[src/pfh_consts.svh]
// timing counts and widths for the parallel fifo host port
`ifndef PFH_CONSTS_SVH
`define PFH_CONSTS_SVH
`define PFH_CLK_NS 50
`define PFH_DATA_W 8
`define PFH_RX_FLAG_HOLD_NS 80
`define PFH_RX_FLAG_HOLD_CYC ((`PFH_RX_FLAG_HOLD_NS + `PFH_CLK_NS - 1) / `PFH_CLK_NS)
`define PFH_TX_FLAG_HOLD_NS 80
`define PFH_TX_FLAG_HOLD_CYC ((`PFH_TX_FLAG_HOLD_NS + `PFH_CLK_NS - 1) / `PFH_CLK_NS)
`define PFH_FIFO_DEPTH 16
`endif

[src/pfh_pkg.sv]
// types shared by the parallel fifo host port
package pfh_pkg;
    typedef enum logic [1:0] {ST_IDLE, ST_BUSY, ST_HOLD} pfh_flag_t;
endpackage : pfh_pkg

[src/pfh_fifo_if.sv]
// push/pop carrier between the port and its fifo
`timescale 1ns/1ns
interface pfh_fifo_if #(parameter int W = 8);
    logic push;
    logic [W-1:0] wdata;
    logic pop;
    logic [W-1:0] rdata;
    logic notEmpty;
    logic notFull;
    modport owner (output push, output wdata, output pop, input rdata, input notEmpty, input notFull);
    modport store (input push, input wdata, input pop, output rdata, output notEmpty, output notFull);
endinterface : pfh_fifo_if

[src/pfh_fifo.sv]
// flip-flop fifo used for both directions
`timescale 1ns/1ns
`include "pfh_consts.svh"
module pfh_fifo #(
    parameter int W = 8,
    parameter int DEPTH = 16
) (
    // clock and reset
    input wire logic clk_sys,
    input wire logic reset_n,
    // fifo side
    pfh_fifo_if.store fif
);
    localparam int AW = $clog2(DEPTH);
    logic [W-1:0] mem_ff [DEPTH];
    logic [W-1:0] nxt_mem [DEPTH];
    logic [AW-1:0] wrPtr_ff, nxt_wrPtr, rdPtr_ff, nxt_rdPtr;
    logic [AW:0] count_ff, nxt_count;
    logic doPush, doPop;

    assign fif.rdata = mem_ff[rdPtr_ff];
    assign fif.notEmpty = (count_ff != '0);
    assign fif.notFull = (count_ff != (AW+1)'(DEPTH));

    always_comb begin
        doPush = fif.push && fif.notFull;
        doPop = fif.pop && fif.notEmpty;
        nxt_mem = mem_ff;
        nxt_wrPtr = wrPtr_ff;
        nxt_rdPtr = rdPtr_ff;
        if (doPush) begin
            nxt_mem[wrPtr_ff] = fif.wdata;
            nxt_wrPtr = (wrPtr_ff == (AW)'(DEPTH - 1)) ? '0 : wrPtr_ff + 1'b1;
        end
        if (doPop) begin
            nxt_rdPtr = (rdPtr_ff == (AW)'(DEPTH - 1)) ? '0 : rdPtr_ff + 1'b1;
        end
        nxt_count = count_ff + (AW+1)'(doPush) - (AW+1)'(doPop);
    end

    always_ff @(posedge clk_sys or negedge reset_n) begin
        if (!reset_n) begin
            wrPtr_ff <= '0;
            rdPtr_ff <= '0;
            count_ff <= '0;
            for (int i = 0; i < DEPTH; i++) begin
                mem_ff[i] <= '0;
            end
        end else begin
            wrPtr_ff <= nxt_wrPtr;
            rdPtr_ff <= nxt_rdPtr;
            count_ff <= nxt_count;
            mem_ff <= nxt_mem;
        end
    end
endmodule : pfh_fifo

[src/pfh_parallel_fifo_host_port.sv]
// device end of the byte-wide parallel fifo host port
// Notes on behaviour
// RQ1: rx_avail_n low while a receive byte waits, high when none.
// RQ2: host reads only after seeing rx_avail_n low.
// RQ3: while read strobe low, current receive byte drives data bus, bit 0 lsb.
// RQ4: each falling read strobe consumes one receive byte.
// RQ5: tx_space_n low when transmit fifo can take a byte, else high.
// RQ6: host writes only while tx_space_n low, strobe high then low.
// RQ7: falling write strobe captures bus byte into transmit fifo.
// RQ8: after read strobe rises, rx_avail_n goes high quickly, stays high 80 ns.
// RQ9: after write strobe falls, tx_space_n goes high, stays high 80 ns.
// RQ10: host keeps read strobe high 50 ns plus flag-inactive time between reads.
// RQ11: data bus released whenever read strobe is high.
`timescale 1ns/1ns
`include "pfh_consts.svh"
module pfh_parallel_fifo_host_port #(
    parameter int DEPTH = `PFH_FIFO_DEPTH,
    parameter int RX_HOLD = `PFH_RX_FLAG_HOLD_CYC,
    parameter int TX_HOLD = `PFH_TX_FLAG_HOLD_CYC
) (
    // clock and reset
    input wire logic clk_sys,
    input wire logic reset_n,
    // host pins
    input wire logic [7:0] fifoBusIn,
    output logic [7:0] fifoBusOut,
    output logic fifoBusOe,
    input wire logic rdStrobe_n,
    input wire logic wrStrobe,
    output logic rx_avail_n,
    output logic tx_space_n,
    // internal side: bytes toward the host
    input wire logic rxPush,
    input wire logic [7:0] rxData,
    output logic rxReady,
    // internal side: bytes from the host
    output logic txValid,
    output logic [7:0] txData,
    input wire logic txPop
);
    // ****************************************
    // pin synchronisers
    // ****************************************
    logic [1:0] rdSync_ff, wrSync_ff;
    logic rdLast_ff, wrLast_ff;
    logic [7:0] busSync1_ff, busSync2_ff;
    logic rdFall, rdRise, wrFall;

    always_ff @(posedge clk_sys or negedge reset_n) begin
        if (!reset_n) begin
            rdSync_ff <= 2'h3;
            wrSync_ff <= 2'h0;
            rdLast_ff <= 1'b1;
            wrLast_ff <= 1'b0;
            busSync1_ff <= 8'h00;
            busSync2_ff <= 8'h00;
        end else begin
            rdSync_ff <= {rdSync_ff[0], rdStrobe_n};
            wrSync_ff <= {wrSync_ff[0], wrStrobe};
            rdLast_ff <= rdSync_ff[1];
            wrLast_ff <= wrSync_ff[1];
            busSync1_ff <= fifoBusIn;
            busSync2_ff <= busSync1_ff;
        end
    end

    // data held through the strobe; synchronised copy lags the strobe equally
    assign rdFall = rdLast_ff && !rdSync_ff[1];
    assign rdRise = !rdLast_ff && rdSync_ff[1];
    assign wrFall = wrLast_ff && !wrSync_ff[1];

    // ****************************************
    // fifos
    // ****************************************
    pfh_fifo_if #(.W(8)) rxIf ();
    pfh_fifo_if #(.W(8)) txIf ();

    pfh_fifo #(.W(8), .DEPTH(DEPTH)) u_rx (.clk_sys(clk_sys), .reset_n(reset_n), .fif(rxIf.store));
    pfh_fifo #(.W(8), .DEPTH(DEPTH)) u_tx (.clk_sys(clk_sys), .reset_n(reset_n), .fif(txIf.store));

    assign rxIf.push = rxPush;
    assign rxIf.wdata = rxData;
    assign rxIf.pop = rdFall; // [RQ4]
    assign txIf.push = wrFall; // [RQ7]
    assign txIf.wdata = busSync2_ff; // [RQ7]
    assign txIf.pop = txPop;
    assign rxReady = rxIf.notFull;
    assign txValid = txIf.notEmpty;
    assign txData = txIf.rdata;

    // ****************************************
    // flag and bus state
    // ****************************************
    pfh_pkg::pfh_flag_t rxSt_ff, nxt_rxSt, txSt_ff, nxt_txSt;
    logic [3:0] rxCnt_ff, nxt_rxCnt, txCnt_ff, nxt_txCnt;
    logic nxt_rxAvail_n, nxt_txSpace_n, nxt_oe;
    logic [7:0] nxt_busOut;

    always_comb begin
        nxt_rxSt = rxSt_ff;
        nxt_rxCnt = rxCnt_ff;
        nxt_txSt = txSt_ff;
        nxt_txCnt = txCnt_ff;
        case (rxSt_ff)
            pfh_pkg::ST_IDLE: if (rdFall) nxt_rxSt = pfh_pkg::ST_BUSY;
            pfh_pkg::ST_BUSY: begin
                if (rdRise) begin
                    nxt_rxSt = pfh_pkg::ST_HOLD;
                    nxt_rxCnt = 4'(RX_HOLD);
                end
            end
            pfh_pkg::ST_HOLD: begin
                if (rxCnt_ff <= 4'h1) nxt_rxSt = pfh_pkg::ST_IDLE;
                else nxt_rxCnt = rxCnt_ff - 4'h1;
            end
            default: nxt_rxSt = pfh_pkg::ST_IDLE;
        endcase
        case (txSt_ff)
            pfh_pkg::ST_IDLE: begin
                if (wrFall) begin
                    nxt_txSt = pfh_pkg::ST_HOLD;
                    nxt_txCnt = 4'(TX_HOLD);
                end
            end
            pfh_pkg::ST_HOLD: begin
                if (txCnt_ff <= 4'h1) nxt_txSt = pfh_pkg::ST_IDLE;
                else nxt_txCnt = txCnt_ff - 4'h1;
            end
            default: nxt_txSt = pfh_pkg::ST_IDLE;
        endcase
        // flag goes high on the falling read strobe and stays up through busy and the hold [RQ8]
        nxt_rxAvail_n = !(nxt_rxSt == pfh_pkg::ST_IDLE && rxIf.notEmpty && !rdFall); // [RQ1]
        // rising write edge already flags busy so no second write slips in [RQ9]
        nxt_txSpace_n = !(nxt_txSt == pfh_pkg::ST_IDLE && txIf.notFull && !wrFall && !wrSync_ff[1]); // [RQ5]
        nxt_oe = !rdSync_ff[1]; // [RQ11]
        nxt_busOut = rxIf.rdata; // [RQ3]
        if (rxSt_ff == pfh_pkg::ST_BUSY) nxt_busOut = fifoBusOut; // keep byte stable after its pop
    end

    always_ff @(posedge clk_sys or negedge reset_n) begin
        if (!reset_n) begin
            rxSt_ff <= pfh_pkg::ST_IDLE;
            txSt_ff <= pfh_pkg::ST_IDLE;
            rxCnt_ff <= 4'h0;
            txCnt_ff <= 4'h0;
            rx_avail_n <= 1'b1;
            tx_space_n <= 1'b1;
            fifoBusOe <= 1'b0;
            fifoBusOut <= 8'h00;
        end else begin
            rxSt_ff <= nxt_rxSt;
            txSt_ff <= nxt_txSt;
            rxCnt_ff <= nxt_rxCnt;
            txCnt_ff <= nxt_txCnt;
            rx_avail_n <= nxt_rxAvail_n;
            tx_space_n <= nxt_txSpace_n;
            fifoBusOe <= nxt_oe;
            fifoBusOut <= nxt_busOut;
        end
    end

    // ****************************************
    // checks
    // ****************************************
    property p_rx_empty_flag;
        @(posedge clk_sys) disable iff (!reset_n) !rxIf.notEmpty |=> rx_avail_n;
    endproperty
    a_rx_empty_flag: assert property (p_rx_empty_flag) else $error("rx flag low with empty fifo"); // [RQ1]

    // pin runs through both sync flops and then the oe flop, hence three cycles
    property p_oe_follows;
        @(posedge clk_sys) disable iff (!reset_n) rdStrobe_n |-> ##3 !fifoBusOe;
    endproperty
    a_oe_follows: assert property (p_oe_follows) else $error("bus driven with read strobe high"); // [RQ11]

    property p_oe_on;
        @(posedge clk_sys) disable iff (!reset_n) !rdStrobe_n |-> ##3 fifoBusOe;
    endproperty
    a_oe_on: assert property (p_oe_on) else $error("bus not driven during read"); // [RQ3]

    property p_rd_pop;
        @(posedge clk_sys) disable iff (!reset_n) rdFall && rxIf.notEmpty |=> $past(rxIf.rdata) == fifoBusOut;
    endproperty
    a_rd_pop: assert property (p_rd_pop) else $error("wrong byte on read"); // [RQ4]

    property p_rx_hold;
        @(posedge clk_sys) disable iff (!reset_n) rdRise |=> rx_avail_n [*2];
    endproperty
    a_rx_hold: assert property (p_rx_hold) else $error("rx flag hold too short"); // [RQ8]

    property p_tx_hold;
        @(posedge clk_sys) disable iff (!reset_n) wrFall |=> tx_space_n [*2];
    endproperty
    a_tx_hold: assert property (p_tx_hold) else $error("tx flag hold too short"); // [RQ9]

    property p_tx_full;
        @(posedge clk_sys) disable iff (!reset_n) !txIf.notFull |=> tx_space_n;
    endproperty
    a_tx_full: assert property (p_tx_full) else $error("tx flag low with full fifo"); // [RQ5]

    property p_wr_capture;
        @(posedge clk_sys) disable iff (!reset_n) wrFall && txIf.notFull && !txIf.notEmpty && !txPop |=> txValid && txData == $past(busSync2_ff);
    endproperty
    a_wr_capture: assert property (p_wr_capture) else $error("write byte not captured"); // [RQ7]

    // byte must not move under the host while the bus is driven
    property p_rd_bus_stable;
        @(posedge clk_sys) disable iff (!reset_n) fifoBusOe && $past(fifoBusOe) |-> $stable(fifoBusOut);
    endproperty
    a_rd_bus_stable: assert property (p_rd_bus_stable) else $error("read byte changed while driven"); // [RQ3]

    property p_rx_busy;
        @(posedge clk_sys) disable iff (!reset_n) !rdStrobe_n |-> ##3 rx_avail_n;
    endproperty
    a_rx_busy: assert property (p_rx_busy) else $error("rx flag low during read strobe"); // [RQ8]

    property p_tx_busy;
        @(posedge clk_sys) disable iff (!reset_n) wrStrobe |-> ##3 tx_space_n;
    endproperty
    a_tx_busy: assert property (p_tx_busy) else $error("tx flag low during write strobe"); // [RQ9]

    // sampled reset keeps the release edge out, flag is still in reset there
    property p_tx_space_on;
        @(posedge clk_sys) disable iff (!reset_n)
            reset_n && txIf.notFull && txSt_ff == pfh_pkg::ST_IDLE && !wrSync_ff[1] && !wrLast_ff |=> !tx_space_n;
    endproperty
    a_tx_space_on: assert property (p_tx_space_on) else $error("tx flag high with room"); // [RQ5]

    property p_rx_avail_on;
        @(posedge clk_sys) disable iff (!reset_n)
            reset_n && rxIf.notEmpty && rxSt_ff == pfh_pkg::ST_IDLE && rdSync_ff[1] && rdLast_ff |=> !rx_avail_n;
    endproperty
    a_rx_avail_on: assert property (p_rx_avail_on) else $error("rx flag high with byte waiting"); // [RQ1]
endmodule : pfh_parallel_fifo_host_port

[config.mk]
export PLATFORM = sky130hd
export DESIGN_NAME = pfh_parallel_fifo_host_port
export DESIGN_NICKNAME = d
export VERILOG_FILES = /design/src/pfh_pkg.sv /design/src/pfh_fifo_if.sv /design/src/pfh_fifo.sv /design/src/pfh_parallel_fifo_host_port.sv
export VERILOG_INCLUDE_DIRS = /design/src
export SDC_FILE = /design/constraint.sdc
export NUM_CORES = 1
export LEC_CHECK = 0
export BUFFER_PORTS_ARGS = -buffer_cell sky130_fd_sc_hd__clkbuf_2
export CORE_ASPECT_RATIO = 0.6
export CORE_MARGIN = 5
export CORE_UTILIZATION = 25
export CTS_BUF_LIST = sky130_fd_sc_hd__clkbuf_16
export DETAILED_ROUTE_END_ITERATION = 16
export GPL_ROUTABILITY_DRIVEN = 0
export SLEW_MARGIN = 5
export SYNTH_ARGS = -nofsm -noshare
export SYNTH_HDL_FRONTEND = slang
export SYNTH_HIERARCHICAL = 1
export SYNTH_SLANG_ARGS = --single-unit
[constraint.sdc]
create_clock -name clk_sys -period 5.3 [get_ports clk_sys]
set_input_delay 0.53 -clock clk_sys [delete_from_list [all_inputs] [get_ports clk_sys]]
set_output_delay 0.53 -clock clk_sys [all_outputs]
set_load 0.02 [all_outputs]
Word level (Yosys, flattened, before mapping)
Cells that the tools add are included.
Widths: inputs -> output; s select.
- register bits: 327
- input bits: 22
- output and inout port bits: 21
- word-level logic and storage cells: 147
- add/subtract/negate cells: 10
- $lt $le $gt $ge: 8
- equal/unequal tests: 13
- mux-type cells: 29
- bitwise gates (word level): 4
- reduce and logical (&&, ||, !) cells: 31
- operators with widths (operator ; count):
    $bwmux 128 ; 2
    $bmux 8 s4 ; 2
    $demux 8 s4 ; 2
    $mux 8 ; 6
    $mux 4 ; 8
    $ge 5x5->1 const B ; 4
    $not 4->5 ; 4
    $add 4x1->4 const B ; 4
    $eq 4x4->1 const B ; 4
    $pmux 4 s2 ; 2
    $logic_and 1x1->1 ; 14
    $add 5x1->5 ; 2
    $lt 5x1->1 const B ; 2
    $mux 2 ; 5
    $ne 5x5->1 const B ; 2
    $reduce_bool 5->1 ; 2
    $sub 5x1->5 ; 2
    $le 4x1->1 const B ; 2
    $logic_not 2->1 ; 4
    $sub 4x1->4 const B ; 2
    $logic_not 1->1 ; 7
    $ne 2x2->1 const B ; 3
    $pmux 2 s3 ; 1
    $reduce_and 3->1 ; 2
    other kinds (5) ; 7

Longest topological paths before layout
- depth in word-level cells: 9
- depth in mapped cells: 16
- depth with buffers taken out: 14

Modules after synthesis
Netlist, hierarchy kept.
- by module, submodules not included (module ; times used ; cells an instance ; area each (um^2) ; sequential area each (um^2)):
    pfh_fifo (u_tx) ; 1 ; 466 ; 6941.7 ; 3528.4
    pfh_fifo (u_rx) ; 1 ; 464 ; 6776.5 ; 3528.4
    pfh_parallel_fifo_host_port ; 1 ; 118 ; 1655.3 ; 1132.3

Worst setup path after synthesis
OpenSTA, ideal clock, no wires.
- path kind: register to register
- start point: reg u_rx.count_ff[3]
- end point: reg u_rx.count_ff[4]
- setup time: 0.123 ns
- arrival: 2.531 ns
- required time: 5.177 ns
- slack: 2.646 ns
- stages on the path, launching flop included: 14
- path buffers: 0
- clock period less this slack: 2.654 ns
- path through: dfrtp_1 -> inv_1 -> ha_1 -> or4b_4 -> nand2_1 -> inv_1 -> ha_1 -> inv_1 -> ha_1 -> fa_1 -> a21oi_1 -> nor2_1 -> nor2_1 -> xnor2_1
- elaborated cells on any way between the ends: 6
- those cells by class: add/sub (2); eq/ne (1); reduce/logical (3)
- RTL lines (item ; line ; source):
    from (decl) ; pfh_fifo.sv:18 ; logic [AW:0] count_ff, nxt_count;
    from (signal assigned) ; pfh_fifo.sv:52 ; count_ff <= nxt_count;
    $reduce_bool 5->1 ; pfh_fifo.sv:22 ; assign fif.notEmpty = (count_ff != '0);
    net rxIf.notEmpty ; pfh_fifo_if.sv:8 ; logic notEmpty;
    $logic_and 1x1->1 ; pfh_fifo.sv:27 ; doPop = fif.pop && fif.notEmpty;
    net u_rx.doPop ; pfh_fifo.sv:19 ; logic doPush, doPop;
    $sub 5x1->5 ; pfh_fifo.sv:38 ; nxt_count = count_ff + (AW+1)'(doPush) - (AW+1)'(doPop);
    net u_rx.nxt_count[4] ; pfh_fifo.sv:18 ;
The timed path passes the listed nets, and every way through them passes these cells.
A chain may end at the register's enable or synchronous reset.

Worst setup path in the final report
- start point: reg u_tx.rdPtr_ff[1]
- end point: out txData[3]
- word-level cells in the longest chain between the ends: 4
- RTL lines (item ; line ; source):
    from (decl) ; pfh_fifo.sv:17 ; logic [AW-1:0] wrPtr_ff, nxt_wrPtr, rdPtr_ff, nxt_rdPtr;
    from (signal assigned) ; pfh_fifo.sv:51 ; rdPtr_ff <= nxt_rdPtr;
    $not 4->5 (not written as such) ; pfh_fifo.sv:21 ; assign fif.rdata = mem_ff[rdPtr_ff];
    $bmux 8 s4 ; pfh_fifo.sv:21 ;
    $mux 8 (not written as such) (2 in a row) ; pfh_fifo.sv:21 ;
    to (decl) ; pfh_parallel_fifo_host_port.sv:38 ; output logic [7:0] txData,
No other way between the ends. The select of a mux whose other input is x is not followed.

==> impl_metrics.tcl <==
set metrics [dict create \
    status "finished clean" \
    final_nets 1122 \
    detailed_place.area_um2 16300 \
    final_period_minus_worst_setup_slack_ps 3780 \
    most_frequently_used_flop_master_after_synthesis "sky130_fd_sc_hd__dfrtp_1" \
    numPlacedInstances 1861 \
    tritoncts "done" \
    number_of_buffers_created_by_cts 36 \
    filler_cell_count 6071 \
    cts_htree_levels 2 \
    placement_rows 70 \
    placeableCoreArea_um2 60900 \
    ant_nets 0 \
    die_height_um 202 \
    leakage_nw 7.77 \
    cp.buffers_inverters 1 \
    crit_slowest_cell "sky130_fd_sc_hd__nor2b_1" \
    critPathMaxStageDelay_ps 1110 \
    grt_first_pass_wirelength_um 57100 \
    grt_pass1_vias 9244 \
    most_used_cells_in_the_layout_excluding_fill_and_tap_cells "320 x sky130_fd_sc_hd__dfrtp_1, 226 x sky130_fd_sc_hd__mux2_2, 67 x sky130_fd_sc_hd__mux2i_1, 41 x sky130_fd_sc_hd__clkbuf_2, 40 x sky130_fd_sc_hd__mux2_4" \
    detail_route.drc_violations 0 \
    num_io_pins 43 \
    route.vias.total 8789 \
    criticalPathCategory "reg2out" \
    layout.cell_area.non_filler_um2 17500 \
    postSynthCellCount 1048 \
    cts_resized 0 \
    min-delay-path-class "in2reg" \
    number_of_unique_standard_cell_types_used_by_synthesis 68 \
    startpoint_type "flip-flop" \
    drive_above_1_share 0.405 \
    drt_pass1_iterations 5 \
    fp.dieW_um 330 \
    synth-seq-cells 327 \
    finalSetupTns_ps 0 \
    post-route-util 0.287 \
    areaGrowthSynthToFinish_pct 13.6 \
    port-buffer-count 42 \
    detail_route.wl_per_cell_um 18.5 \
    vdd.ir_drop.worst_v 0.000222 \
    postSynthNetCount 1098 \
    multi_input_area_um2 6670 \
    final_common_cell "sky130_fd_sc_hd__dfrtp_1" \
    drv_cap 0 \
    crit_path_max_fanout 20 \
    critPathRequiredTime_ps 4770 \
    initial_core_util 0.253 \
    ys_warn_count 6 \
    worst_skew_pair.late_latency_ps 540 \
    worst_setup_skew_after_layout_ps 12.5 \
    fin_crit_sh 0.714 \
    report.final.slew_viol_count 0 \
    route.detailed.vias_per_inst 4.56 \
    cts.path.max_buffers 3 \
    final_hold_viol_count 0 \
    largest_net_degree_at_the_start_of_global_routing 175 \
    seq_area_frac_synth 0.533 \
    cellPowerDensity_nw_per_um2 603 \
    setup-violations-final 0 \
    drt_wl_total_um 35700 \
    clock-root-buffer "sky130_fd_sc_hd__clkbuf_16" \
    synthesis.area_per_instance_um2 14.7 \
    cts_setup_buffers 0 \
    instances_no_fill 1929 \
    seqCellArea_um2 8190 \
    clk_pin_slew_ps 60 \
    grt_usage 0.109 \
    synth_enable_flop_cells 0 \
    tightestPinTransition_ps 1250 \
    dieArea_um2 66700 \
    worst_ep_arrival_time_ps 3250 \
    timing.fmax_mhz 264 \
    cp-end-kind "output port" \
    rsz_0062_raised_after_global_routing "false" \
    drt_iter0_markers 666 \
    async_reset_ff_frac 1.00 \
    initial_antenna_violation_count 2 \
    relSlewSlack 0.166 \
    tritoncts_num_sinks 327 \
    dp_hpwl_um 24500 \
    crit_chain "nor2b_1 -> a221oi_1 -> a22oi_1 -> nand2_1 -> clkbuf_2" \
    post_synth_instance_area_um2 15400 \
    grt_remaining_overflow 0 \
    critical_path.top_delay_family "simple AND/OR/NAND/NOR gates" \
]
report_power, final:
part           internal, W  switching (W)  total [W]
Combinational      0.00193        0.00179    0.00373
Clock              0.00140        0.00105    0.00244
Sequential         0.00355       0.000814    0.00436
Total              0.00688        0.00365     0.0105
per-layer routing:
layer  wire length [um]  global-route usage  vias to the layer above
li1                   -                   -                     3921
met1              19200               0.176                     4661
met2              13500               0.137                      168
met3               2400              0.0319                       37
met4                575              0.0272                        2
met5                 13                   0                        -
cell type report:
type                       count  area share
sequential                   327       0.469
multi-input combinational    625       0.382
tap                          828      0.0593
clock buffer                  36      0.0516
timing repair buffer          52      0.0178
clock inverter                30      0.0141
inverter                      30     0.00645
antenna                        1    0.000143
Yosys cell counts, drive strengths merged, types with 5 or more instances:
library cell	count	area, um2
dfrtp	322	8060
inv	30	113
o21ai	27	135
nand3	27	308
and3	6	42.5
dfstp	5	131
clkbuf	25	104
ha	26	325
a22oi	18	135
a21oi	7	35.0
nor2b	8	50.1
mux2i	67	671
nor2	11	43.8
nand4	6	101
nand2	31	116
and2	5	33.8
mux4	32	721
xnor2	8	70.1
a221oi	32	280
buf	41	300
mux2	266	3150
cells by family after synthesis:
group | after synthesis | share of synthesized area
adder cells (fa/ha/maj) | 28 | 0.0238
flip-flops | 327 | 0.533
buffers and inverters | 96 | 0.0336
XOR/XNOR | 12 | 0.00684
AO/OA/AOI/OAI | 106 | 0.0503
other | 1 | 0.000244
AND/OR/NAND/NOR | 113 | 0.0575
multiplexers | 365 | 0.295
stage by stage:
stage | setup WS [ps] | total power [W] | hold slack [ps]
global route | 1200 | 0.0112 | 42.0
floorplan | 2650 | 0.00706 | 234
CTS | 1450 | 0.0106 | 35.6
global placement | 2120 | 0.00796 | 334
finish | 1520 | 0.0105 | 80.3
detailed placement | 2070 | 0.00810 | 339
sequential cells by signal, indices dropped and copies added (netlist names), 5 cells and up:
register,cells
busSync2_ff,8
u_tx/mem_ff,128
u_rx/mem_ff,128
u_tx/count_ff,5
fifoBusOut,8
u_rx/count_ff,5
busSync1_ff,8
final timing paths:
path	start	end	slack, ps	depth (start not counted)
setup / recovery	u_tx/rdPtr_ff[1]$_DFFE_PN0P_	txData[3]	1520	5
hold reg to reg	busSync1_ff[5]$_DFF_PN0_	busSync2_ff[5]$_DFF_PN0_	340	0
hold / removal	rdStrobe_n	rdSync_ff[0]$_DFF_PN1_	80	1
setup reg to reg	u_tx/count_ff[2]$_DFF_PN0_	u_tx/count_ff[4]$_DFF_PN0_	2160	15
min in group asynchronous	reset_n	u_tx/mem_ff[113]$_DFFE_PN0P_	600	2
max in group asynchronous	reset_n	u_rx/mem_ff[14]$_DFFE_PN0P_	3280	3
repair_timing:
action | in CTS | in global routing
setup endpoints to repair | 0 | 0
hold buffers | 1 | 0
endpoints found under the hold margin | 52 | 0
No activity file was read; power rests on OpenSTA's default activity.
